--- src/include/tbd_pkg.sv ---
// Constants shared by the tick counter and down counter design files.
// Assumes the core presents one special-register request per cycle.
package tbd_pkg;

  // ==========================================================================
  // Widths
  // ==========================================================================
  localparam int TBD_COUNT_W = 64;
  localparam int TBD_HALF_W  = 32;
  localparam int TBD_NUM_W   = 10;

  // ==========================================================================
  // Register numbers
  // ==========================================================================
  localparam logic [9:0] TBD_NUM_DOWN_COUNTER  = 10'h016;
  localparam logic [9:0] TBD_NUM_LOWER_WRITE   = 10'h11C;
  localparam logic [9:0] TBD_NUM_UPPER_WRITE   = 10'h11D;
  localparam logic [9:0] TBD_NUM_LOWER_READ    = 10'h10C;
  localparam logic [9:0] TBD_NUM_UPPER_READ    = 10'h10D;
  localparam logic [9:0] TBD_NUM_LEGACY_SEC_RD = 10'h004;
  localparam logic [9:0] TBD_NUM_LEGACY_NS_RD  = 10'h005;
  localparam logic [9:0] TBD_NUM_LEGACY_SEC_WR = 10'h014;
  localparam logic [9:0] TBD_NUM_LEGACY_NS_WR  = 10'h015;

  // ==========================================================================
  // Reset values and special values
  // ==========================================================================
  localparam logic [63:0] TBD_COUNT_RESET = 64'h0000_0000_0000_0000;
  localparam logic [31:0] TBD_DOWN_RESET  = 32'h0000_0000;
  localparam logic [31:0] TBD_HALF_ONES   = 32'hFFFF_FFFF;
  localparam logic [31:0] TBD_HALF_ZERO   = 32'h0000_0000;
  localparam logic [63:0] TBD_COUNT_ONE   = 64'h0000_0000_0000_0001;
  localparam logic [31:0] TBD_DOWN_ONE    = 32'h0000_0001;
  localparam int          TBD_MSB         = 31;

  // ==========================================================================
  // Answer codes
  // ==========================================================================
  typedef enum logic [1:0] {
    TBD_ANS_OK      = 2'b00,
    TBD_ANS_INVALID = 2'b01,
    TBD_ANS_PRIV    = 2'b10
  } tbd_ans_t;

endpackage

--- src/include/tbd_ctr_if.sv ---
// Interface between request decode and the counter module.
// Assumes both ends run on the same clock.
`timescale 1ns/1ps
`default_nettype none
interface tbd_ctr_if;
  import tbd_pkg::*;
  logic                   tick;
  logic                   wr_lower;
  logic                   wr_upper;
  logic                   wr_down;
  logic [TBD_HALF_W-1:0]  wdata;
  logic [TBD_COUNT_W-1:0] tick_counter;
  logic [TBD_HALF_W-1:0]  down_counter;

  modport ctl (
    output tick,
    output wr_lower,
    output wr_upper,
    output wr_down,
    output wdata,
    input  tick_counter,
    input  down_counter
  );
  modport ctr (
    input  tick,
    input  wr_lower,
    input  wr_upper,
    input  wr_down,
    input  wdata,
    output tick_counter,
    output down_counter
  );
endinterface
`default_nettype wire

--- src/core/tbd_top.sv ---
// Time base and decrementer: register-number decode, read answers and the
// down-counter exception request in front of the counter module.
// Assumes the core issues at most one request per cycle, on the same clock,
// and that TICK is a one-cycle enable made in the core clock domain.
`timescale 1ns/1ps
`default_nettype none
module tbd_top (
  input  wire logic                           CLOCK,
  input  wire logic                           ARST_N,
  input  wire logic                           TICK,
  input  wire logic                           MOVE_TO,
  input  wire logic                           MOVE_FROM,
  input  wire logic                           READ_TICK_COUNTER,
  input  wire logic                           SUPERVISOR,
  input  wire logic [tbd_pkg::TBD_NUM_W-1:0]  SPECIAL_REGISTER_NUMBER,
  input  wire logic [tbd_pkg::TBD_HALF_W-1:0] WRITE_DATA,
  input  wire logic                           EXC_TAKEN,
  output logic      [tbd_pkg::TBD_HALF_W-1:0] READ_DATA,
  output logic                                ANSWER_VALID,
  output tbd_pkg::tbd_ans_t                   ANSWER,
  output logic                                DOWN_COUNTER_EXC_REQ
);
  import tbd_pkg::*;

  tbd_ctr_if ctr ();

  logic [TBD_HALF_W-1:0] next_read_data;
  tbd_ans_t              next_answer;
  logic                  wr_lower;
  logic                  wr_upper;
  logic                  wr_down;
  logic                  any_request;
  logic                  msb_prev;
  logic                  msb_rise;

  // ==========================================================================
  // Counter module
  // ==========================================================================
  assign ctr.tick     = TICK;
  assign ctr.wr_lower = wr_lower;
  assign ctr.wr_upper = wr_upper;
  assign ctr.wr_down  = wr_down;
  assign ctr.wdata    = WRITE_DATA;

  tbd_counter counter (
    .clk   (CLOCK),
    .rst_n (ARST_N),
    .bus   (ctr.ctr)
  );

  // ==========================================================================
  // Request decode
  // ==========================================================================
  // Move-to has priority over move-from, which has priority over the
  // dedicated read; the core never raises two at once, so the order only
  // keeps the decode defined.
  assign any_request = MOVE_TO | MOVE_FROM | READ_TICK_COUNTER;

  always_comb begin
    wr_lower       = 1'b0;
    wr_upper       = 1'b0;
    wr_down        = 1'b0;
    next_read_data = TBD_HALF_ZERO;
    next_answer    = TBD_ANS_OK;
    if (MOVE_TO) begin
      unique case (SPECIAL_REGISTER_NUMBER)
        TBD_NUM_LOWER_WRITE: begin
          if (SUPERVISOR) begin
            wr_lower = 1'b1;
          end else begin
            next_answer = TBD_ANS_PRIV;
          end
        end
        TBD_NUM_UPPER_WRITE: begin
          if (SUPERVISOR) begin
            wr_upper = 1'b1;
          end else begin
            next_answer = TBD_ANS_PRIV;
          end
        end
        TBD_NUM_DOWN_COUNTER: begin
          if (SUPERVISOR) begin
            wr_down = 1'b1;
          end else begin
            next_answer = TBD_ANS_PRIV;
          end
        end
        default: begin
          next_answer = TBD_ANS_INVALID;
        end
      endcase
    end else if (MOVE_FROM) begin
      unique case (SPECIAL_REGISTER_NUMBER)
        TBD_NUM_DOWN_COUNTER: begin
          if (SUPERVISOR) begin
            next_read_data = ctr.down_counter;
          end else begin
            next_answer = TBD_ANS_PRIV;
          end
        end
        default: begin
          // Tick counter halves and legacy clock halves are not readable here.
          next_answer = TBD_ANS_INVALID;
        end
      endcase
    end else if (READ_TICK_COUNTER) begin
      unique case (SPECIAL_REGISTER_NUMBER)
        TBD_NUM_LOWER_READ: begin
          next_read_data = ctr.tick_counter[31:0];
        end
        TBD_NUM_UPPER_READ: begin
          next_read_data = ctr.tick_counter[63:32];
        end
        default: begin
          next_answer = TBD_ANS_INVALID;
        end
      endcase
    end
  end

  // ==========================================================================
  // Answer registers
  // ==========================================================================
  // Read data is the value before any update in the request cycle, and is
  // zero whenever the answer is not OK, so no state leaks on a refusal.
  always_ff @(posedge CLOCK or negedge ARST_N) begin
    if (!ARST_N) begin
      READ_DATA    <= TBD_HALF_ZERO;
      ANSWER_VALID <= 1'b0;
      ANSWER       <= TBD_ANS_OK;
    end else begin
      READ_DATA    <= next_read_data;
      ANSWER_VALID <= any_request;
      ANSWER       <= next_answer;
    end
  end

  // ==========================================================================
  // Down counter exception request
  // ==========================================================================
  // The edge is taken on the counter value itself, so a software write that
  // sets the top bit raises the request just as a tick crossing zero does.
  assign msb_rise = ctr.down_counter[TBD_MSB] & ~msb_prev;

  always_ff @(posedge CLOCK or negedge ARST_N) begin
    if (!ARST_N) begin
      msb_prev <= 1'b0;
    end else begin
      msb_prev <= ctr.down_counter[TBD_MSB];
    end
  end

  // A new edge in the cycle the core takes the exception wins over the clear.
  always_ff @(posedge CLOCK or negedge ARST_N) begin
    if (!ARST_N) begin
      DOWN_COUNTER_EXC_REQ <= 1'b0;
    end else if (msb_rise) begin
      DOWN_COUNTER_EXC_REQ <= 1'b1;
    end else if (EXC_TAKEN) begin
      DOWN_COUNTER_EXC_REQ <= 1'b0;
    end
  end

  // ==========================================================================
  // Checks
  // ==========================================================================
  legacy_invalid_a: assert property (@(posedge CLOCK) disable iff (!ARST_N)
    (MOVE_TO && (SPECIAL_REGISTER_NUMBER == TBD_NUM_LEGACY_SEC_WR
                 || SPECIAL_REGISTER_NUMBER == TBD_NUM_LEGACY_NS_WR))
    || (!MOVE_TO && MOVE_FROM && (SPECIAL_REGISTER_NUMBER == TBD_NUM_LEGACY_SEC_RD
                                  || SPECIAL_REGISTER_NUMBER == TBD_NUM_LEGACY_NS_RD))
    |=> ANSWER_VALID && ANSWER == TBD_ANS_INVALID && READ_DATA == TBD_HALF_ZERO)
    else $error("legacy clock register number was accepted");

  legacy_nowrite_a: assert property (@(posedge CLOCK) disable iff (!ARST_N)
    MOVE_TO && SPECIAL_REGISTER_NUMBER == TBD_NUM_LEGACY_NS_WR && !TICK
    |=> ctr.tick_counter == $past(ctr.tick_counter)
        && ctr.down_counter == $past(ctr.down_counter))
    else $error("legacy clock write changed a counter");

  move_from_count_a: assert property (@(posedge CLOCK) disable iff (!ARST_N)
    !MOVE_TO && MOVE_FROM && SPECIAL_REGISTER_NUMBER == TBD_NUM_LOWER_READ
    |=> ANSWER == TBD_ANS_INVALID)
    else $error("tick counter readable by move-from");

  dedicated_read_a: assert property (@(posedge CLOCK) disable iff (!ARST_N)
    !MOVE_TO && !MOVE_FROM && READ_TICK_COUNTER
    && SPECIAL_REGISTER_NUMBER == TBD_NUM_UPPER_READ
    |=> ANSWER_VALID && ANSWER == TBD_ANS_OK
        && READ_DATA == $past(ctr.tick_counter[63:32]))
    else $error("dedicated read returned wrong upper half");

  priv_read_a: assert property (@(posedge CLOCK) disable iff (!ARST_N)
    !MOVE_TO && MOVE_FROM && SPECIAL_REGISTER_NUMBER == TBD_NUM_DOWN_COUNTER
    |=> ANSWER == (($past(SUPERVISOR)) ? TBD_ANS_OK : TBD_ANS_PRIV)
        && READ_DATA == (($past(SUPERVISOR)) ? $past(ctr.down_counter) : TBD_HALF_ZERO))
    else $error("down counter read privilege not enforced");

  exc_raise_a: assert property (@(posedge CLOCK) disable iff (!ARST_N)
    ctr.down_counter[TBD_MSB] && !msb_prev |=> DOWN_COUNTER_EXC_REQ)
    else $error("exception request missed a top bit rise");

  exc_hold_a: assert property (@(posedge CLOCK) disable iff (!ARST_N)
    DOWN_COUNTER_EXC_REQ && !EXC_TAKEN |=> DOWN_COUNTER_EXC_REQ)
    else $error("exception request dropped before taken");

  exc_cause_a: assert property (@(posedge CLOCK) disable iff (!ARST_N)
    $rose(DOWN_COUNTER_EXC_REQ) |-> $past(ctr.down_counter[TBD_MSB]) && !$past(msb_prev))
    else $error("exception request rose without a down counter cause");

  tick_write_a: assert property (@(posedge CLOCK) disable iff (!ARST_N)
    MOVE_TO && SUPERVISOR && SPECIAL_REGISTER_NUMBER == TBD_NUM_DOWN_COUNTER && TICK
    |=> ctr.down_counter == $past(WRITE_DATA))
    else $error("down counter write lost to a tick");

endmodule
`default_nettype wire

--- src/core/tbd_counter.sv ---
// The 64-bit tick counter and the 32-bit down counter.
// Assumes at most one write strobe per cycle and a one-cycle tick enable.
`timescale 1ns/1ps
`default_nettype none
module tbd_counter (
  input wire logic clk,
  input wire logic rst_n,
  tbd_ctr_if.ctr   bus
);
  import tbd_pkg::*;

  logic any_count_write;
  assign any_count_write = bus.wr_lower | bus.wr_upper;

  // ==========================================================================
  // Tick counter
  // ==========================================================================
  // A write replaces one half and the other half holds, so that a tick in
  // the same cycle cannot carry into freshly written software data.
  always_ff @(posedge clk or negedge rst_n) begin
    if (!rst_n) begin
      bus.tick_counter <= TBD_COUNT_RESET;
    end else if (bus.wr_lower) begin
      bus.tick_counter[31:0] <= bus.wdata;
    end else if (bus.wr_upper) begin
      bus.tick_counter[63:32] <= bus.wdata;
    end else if (bus.tick) begin
      bus.tick_counter <= bus.tick_counter + TBD_COUNT_ONE;
    end
  end

  // ==========================================================================
  // Down counter
  // ==========================================================================
  always_ff @(posedge clk or negedge rst_n) begin
    if (!rst_n) begin
      bus.down_counter <= TBD_DOWN_RESET;
    end else if (bus.wr_down) begin
      bus.down_counter <= bus.wdata;
    end else if (bus.tick) begin
      bus.down_counter <= bus.down_counter - TBD_DOWN_ONE;
    end
  end

  // ==========================================================================
  // Checks
  // ==========================================================================
  count_step_a: assert property (@(posedge clk) disable iff (!rst_n)
    bus.tick && !any_count_write |=> bus.tick_counter == $past(bus.tick_counter) + TBD_COUNT_ONE)
    else $error("tick counter did not step on a tick");

  half_carry_a: assert property (@(posedge clk) disable iff (!rst_n)
    bus.tick && !any_count_write && bus.tick_counter[31:0] == TBD_HALF_ONES
    |=> bus.tick_counter[31:0] == TBD_HALF_ZERO
        && bus.tick_counter[63:32] == $past(bus.tick_counter[63:32]) + TBD_DOWN_ONE)
    else $error("lower half overflow did not carry into upper half");

  full_wrap_a: assert property (@(posedge clk) disable iff (!rst_n)
    bus.tick && !any_count_write && (&bus.tick_counter) |=> bus.tick_counter == TBD_COUNT_RESET)
    else $error("tick counter did not wrap through all 64 bits");

  down_rate_a: assert property (@(posedge clk) disable iff (!rst_n)
    bus.tick && !bus.wr_down |=> bus.down_counter == $past(bus.down_counter) - TBD_DOWN_ONE)
    else $error("down counter did not step with the tick counter");

  down_wrap_a: assert property (@(posedge clk) disable iff (!rst_n)
    bus.tick && !bus.wr_down && bus.down_counter == TBD_HALF_ZERO
    |=> bus.down_counter == TBD_HALF_ONES)
    else $error("down counter did not wrap through all 32 bits");

  write_wins_a: assert property (@(posedge clk) disable iff (!rst_n)
    bus.wr_lower |=> bus.tick_counter[31:0] == $past(bus.wdata)
                     && bus.tick_counter[63:32] == $past(bus.tick_counter[63:32]))
    else $error("lower half write lost to a tick");

endmodule
`default_nettype wire

--- config.mk ---
export PLATFORM = sky130hd
export DESIGN_NAME = tbd_top
export DESIGN_NICKNAME = d
export VERILOG_FILES = /design/src/include/tbd_pkg.sv /design/src/include/tbd_ctr_if.sv /design/src/core/tbd_top.sv /design/src/core/tbd_counter.sv
export SDC_FILE = /design/constraint.sdc
export NUM_CORES = 1
export LEC_CHECK = 0
export BUFFER_PORTS_ARGS = -buffer_cell sky130_fd_sc_hd__buf_2
export CORE_UTILIZATION = 59
export DETAILED_ROUTE_END_ITERATION = 8
export GPL_TIMING_DRIVEN = 0
export PLACE_DENSITY = 0.81
export SYNTH_ARGS = -nofsm -noshare
export SYNTH_HDL_FRONTEND = slang
export SYNTH_SLANG_ARGS = --single-unit
--- constraint.sdc ---
create_clock -name CLOCK -period 3.4 [get_ports CLOCK]
set_input_delay 0.34 -clock CLOCK [delete_from_list [all_inputs] [get_ports CLOCK]]
set_output_delay 0.34 -clock CLOCK [all_outputs]
set_load 0.005 [all_outputs]
### Yosys cells after proc, flatten, opt, wreduce, memory -nomap -nowiden

Index checks and enable logic that the tools add are counted.

* flip-flop bits (word level): 133
* output and inout port bits: 36
* input bits: 50
* word-level logic and storage cells: 57

* bitwise logic cells: 5
* equal/unequal tests: 6
* muxes and demuxes: 28
* add/sub/neg operators: 2
* reduce and logical (&&, ||, !) cells: 8

Operator list (number)
* 2-to-1 mux 32 bit: 10
* adder 64 x 1 -> 64 bit, second input constant: 1
* 2-to-1 mux 64 bit: 1
* one-hot mux 32 bit (2 select lines): 1
* == test 10 x 9 -> 1 bit, second input constant: 4
* subtractor 32 x 1 -> 32 bit, second input constant: 1
* 2-to-1 mux 1 bit: 11
* == test 10 x 5 -> 1 bit, second input constant: 1
* 2-to-1 mux 2 bit: 5
* nonzero test 2 bit: 4
* AND reduction 2 bit: 2
* OR reduction 3 bit: 1
* != test 2 x 1 -> 1 bit, second input constant: 1
* inverter 1 bit: 2
* OR 1 bit: 2
* OR reduction 2 bit: 1
* AND 1 bit: 1

### Depth between registers and ports, before layout

* depth after elaboration: 6
* mapped depth: 9
* depth with buffers taken out: 8

### Modules after synthesis

A second synthesis with hierarchy kept.

* cells, all modules: 938
* area, all modules: 8225.4 sq um

Modules (own cells, without submodules)
* tbd_counter: seq. area each 2402.3 sq um, area each 5645.4 sq um, cells each 677, instances 1
* tbd_top: seq. area each 925.9 sq um, area each 2580.0 sq um, cells each 261, instances 1

### Worst setup path after synthesis

Ideal clock, no wire load.

* path kind: register to register
* start point: register counter.bus.down_counter[18]
* end point: register counter.bus.down_counter[27]
* buffers on the path: 1
* arrival time: 2.264 ns
* slack: 0.999 ns
* cell stages (with the launch flop): 8
* required time: 3.263 ns
* path through: dfrtp_1 or4_4 or3_1 buf_2 or4b_4 nor3b_2 xnor2_1 a21oi_1

* word-level cells in the longest chain between the ends: 3

Ends and longest elaborated chain
* start: declaration: RTL line tbd_ctr_if.sv:31 `output down_counter`
* start signal: assignment: RTL line tbd_counter.sv:39 `bus.down_counter <= bus.wdata;`
* start signal: assignment: RTL line tbd_counter.sv:41 `bus.down_counter <= bus.down_counter - TBD_DOWN_ONE;`
* subtractor 32 x 1 -> 32 bit: RTL line tbd_counter.sv:41
* 2-to-1 mux 32 bit: RTL line tbd_counter.sv:40 `end else if (bus.tick) begin`
* 2-to-1 mux 32 bit: RTL line tbd_counter.sv:38 `end else if (bus.wr_down) begin`

No other way between the ends. The select of a mux whose other input is x is not followed.
A chain may end at the register's enable or synchronous reset.

### Worst setup path after layout

* start point: register counter.bus.down_counter[1]
* end point: register counter.bus.down_counter[25]

Same word-level chain as after synthesis.

==> results.toml <==
[status]
status = "complete, no violations"

[synth]
synth.most_common_cell = "dfrtp_1"
synth-edff-count = 0
yosysSeqAreaShare_pct = 45.27
synth_cells = 855
syn-num-nets = 907
synth_area_leaders = "dfrtp_1 (45%), a21oi_1 (6.8%), nand2_1 (6.3%)"
netlist_area_sq_mm = 0.007352
synth_ff_type = "dfrtp_1"
postSynthAreaPerCell_sq_um = 8.599
yosysWarnings = 0
synth.top_cells.by_count = "dfrtp_1 (133), nand2_1 (124), a21oi_1 (100)"
synth_cell_types = 50
yosys.area.top_type_share_pct = 45.27
async_reset_ff_share_pct = 100.0
synth_area_leader_cell = "dfrtp_1"
ys_ff_latch = 133

[floorplanning]
core_sq_mm = 0.01206
start_util_pct = 60.95
die_y_um = 113.6
die_w_um = 113.6
rows = 40
die_area_sq_mm = 0.01291
io_pins = 86

[cts]
clock_path_buffers = 2
cts.sinks = 133
clock_latency_ns = 0.43
cts_inserted_buffers = 17
cts_tree = "done"
clkTransAtPathRegs_ns = 0.05
cts.htree.levels = 4
cts_root_buf = "clkbuf_16"
cts_setup_buffers = 0

[placed_design]
port_buffers = 81
place.gp.congestion = 0.9837
dp.final_hpwl_um = 15180

[sta]
fmax_mhz = 339.8
relSlewSlack_pct = 33.32
layout_worst_path_cycle_share_pct = 86.57
tns_ns = 0
setup_viol = 0
hold_slack_ns = 0.1133
fin_crit_ns = 2.943
rsz0062_at_grt = "no"
hold_viol = 0
worstMarginPinSlew_ns = 0.9917
finClkSkew_ns = 0.007327
drv_slew = 0

[global_route]
grt_pass1_vias = 6805
grtUsageTotal_pct = 35.67
grt_max_degree = 69
grt_antenna_before_repair = 0
grt_overflow = 0
grt_pass1_wl_um = 34780

[routing]
drc = 0
vias_per_cell = 6.168
dr.pass1.iters = 5
routed_wl_um = 21470
dr.first_iter.drc_count = 847
wire_per_inst_um = 18.90
num_vias = 7007
drtAntennaViolNets = 0

[cells_and_area]
post-route-util_pct = 71.35
nets = 1009
layout.area.seq_sq_mm = 0.003328
area_delta_synth_final_pct = 17.05
layout-drive-gt1-share_pct = 13.22
num_antenna_cells = 0
fillers = 950
multiInputGateArea_sq_mm = 0.003784

[setup_path]
path_max_fanout = 5
endpoint_kind = "flip-flop"
cp.arrival_ns = 3.23
critical_path_class = "flip-flop to flip-flop"
required_ns = 3.69
cp-start-kind = "flip-flop"

[power]
total_power_mw = 4.686
ir_drop_v = 0.0005071
cellLeakagePower_nw = 3.594
power_density_mw_per_mm2 = 544.6

[flow_run]
cap_violations = 0

[hold_path]
hold_class = "input port to flip-flop"
## cell families (layout without fill, tap and decap cells)
logic type | count (synthesis) | count (layout) | synth area share, %
AOI/OAI and AO/OA | 205 | 205 | 16.51
xor gates and xnor gates | 80 | 80 | 9.530
adders and majority gates | 2 | 2 | 0.3403
buffers and inverters | 64 | 177 | 3.353
DFF | 133 | 133 | 45.27
muxes | 3 | 3 | 0.4255
and+or+nand+nor | 368 | 368 | 24.57
## worst max-delay path, cell delays in order, from the launching register on
cell and delay (ns):
dfrtp_1 0.40, nor4b_2 0.79, nand4_1 0.47, or2_2 0.42, clkbuf_1 0.18, nor4_1 0.28, xnor2_1 0.17, a21oi_1 0.08
## routing by layer
layer	track usage (%)	wire length, um
met5	0	0
met4	18.60	964
met3	9.511	1966
met2	54.67	9684
met1	46.63	8852
## placed cells by master, fill, tap and decap left out, types with 14 or more instances in the layout
cell type	netlist	final
a22o_1	32	32
or3_1	14	14
o21ai_0	48	48
xor2_1	31	31
nand2_1	124	124
nor2_1	78	78
nand3_1	29	29
dfrtp_1	133	133
clkbuf_1	44	48
buf_2	5	85
clkbuf_16	0	17
a21oi_1	100	100
nor3_1	25	25
xnor2_1	49	49
nand4_1	30	30
## area by class of cell
cell class | count | area share (%)
Clock buffer | 27 | 6.077
Clock inverter | 3 | 0.7560
Buffer | 52 | 2.341
Sequential cell | 133 | 38.67
Timing Repair Buffer | 83 | 5.220
Tap cell | 168 | 2.443
Inverter | 12 | 0.5234
Multi-Input combinational cell | 658 | 43.97
## repair_timing
item	CTS	global route
hold buffers	1	0
gates resized for setup	0	0
hold endpoints to repair	65	0
## where the power goes
group | internal, mW | switching (mW)
combinational | 0.363 | 0.407
sequential | 1.81 | 0.273
clock | 1.19 | 0.646
## metrics by stage
stage / cells / instance area (sq um) / setup WS, ns
after global placement: 1104 / 7968 / 0.1013
after detailed placement: 1105 / 8001 / 0.08747
after global routing: 1136 / 8606 / 0.2166
after CTS: 1136 / 8600 / 0.08736
final: 1136 / 8606 / 0.4567
after floorplan: 855 / 7352 / 0.9992
## state kept, by name, summed over array words and instances, names as in the netlist
name / count
ANSWER: 2
counter.bus.tick_counter: 64
msb_prev: 1
counter.bus.down_counter: 32
ANSWER_VALID: 1
DOWN_COUNTER_EXC_REQ: 1
READ_DATA: 32
## worst paths after layout
path	from	to	slack [ns]	cells past startpoint
min in group asynchronous	ARST_N	counter.bus.tick_counter[29]$_DFFE_PN0P_	0.48	2
max	counter.bus.down_counter[1]$_DFFE_PN0P_	counter.bus.down_counter[25]$_DFFE_PN0P_	0.46	7
max in group asynchronous	ARST_N	READ_DATA[6]$_DFF_PN0_	2.14	3
max reg2reg	counter.bus.down_counter[1]$_DFFE_PN0P_	counter.bus.down_counter[25]$_DFFE_PN0P_	0.46	7
min	EXC_TAKEN	DOWN_COUNTER_EXC_REQ$_DFFE_PN0P_	0.11	2
min reg2reg	msb_prev$_DFF_PN0_	DOWN_COUNTER_EXC_REQ$_DFFE_PN0P_	0.45	1
Note: power is estimated with default switching activity, not from simulation.
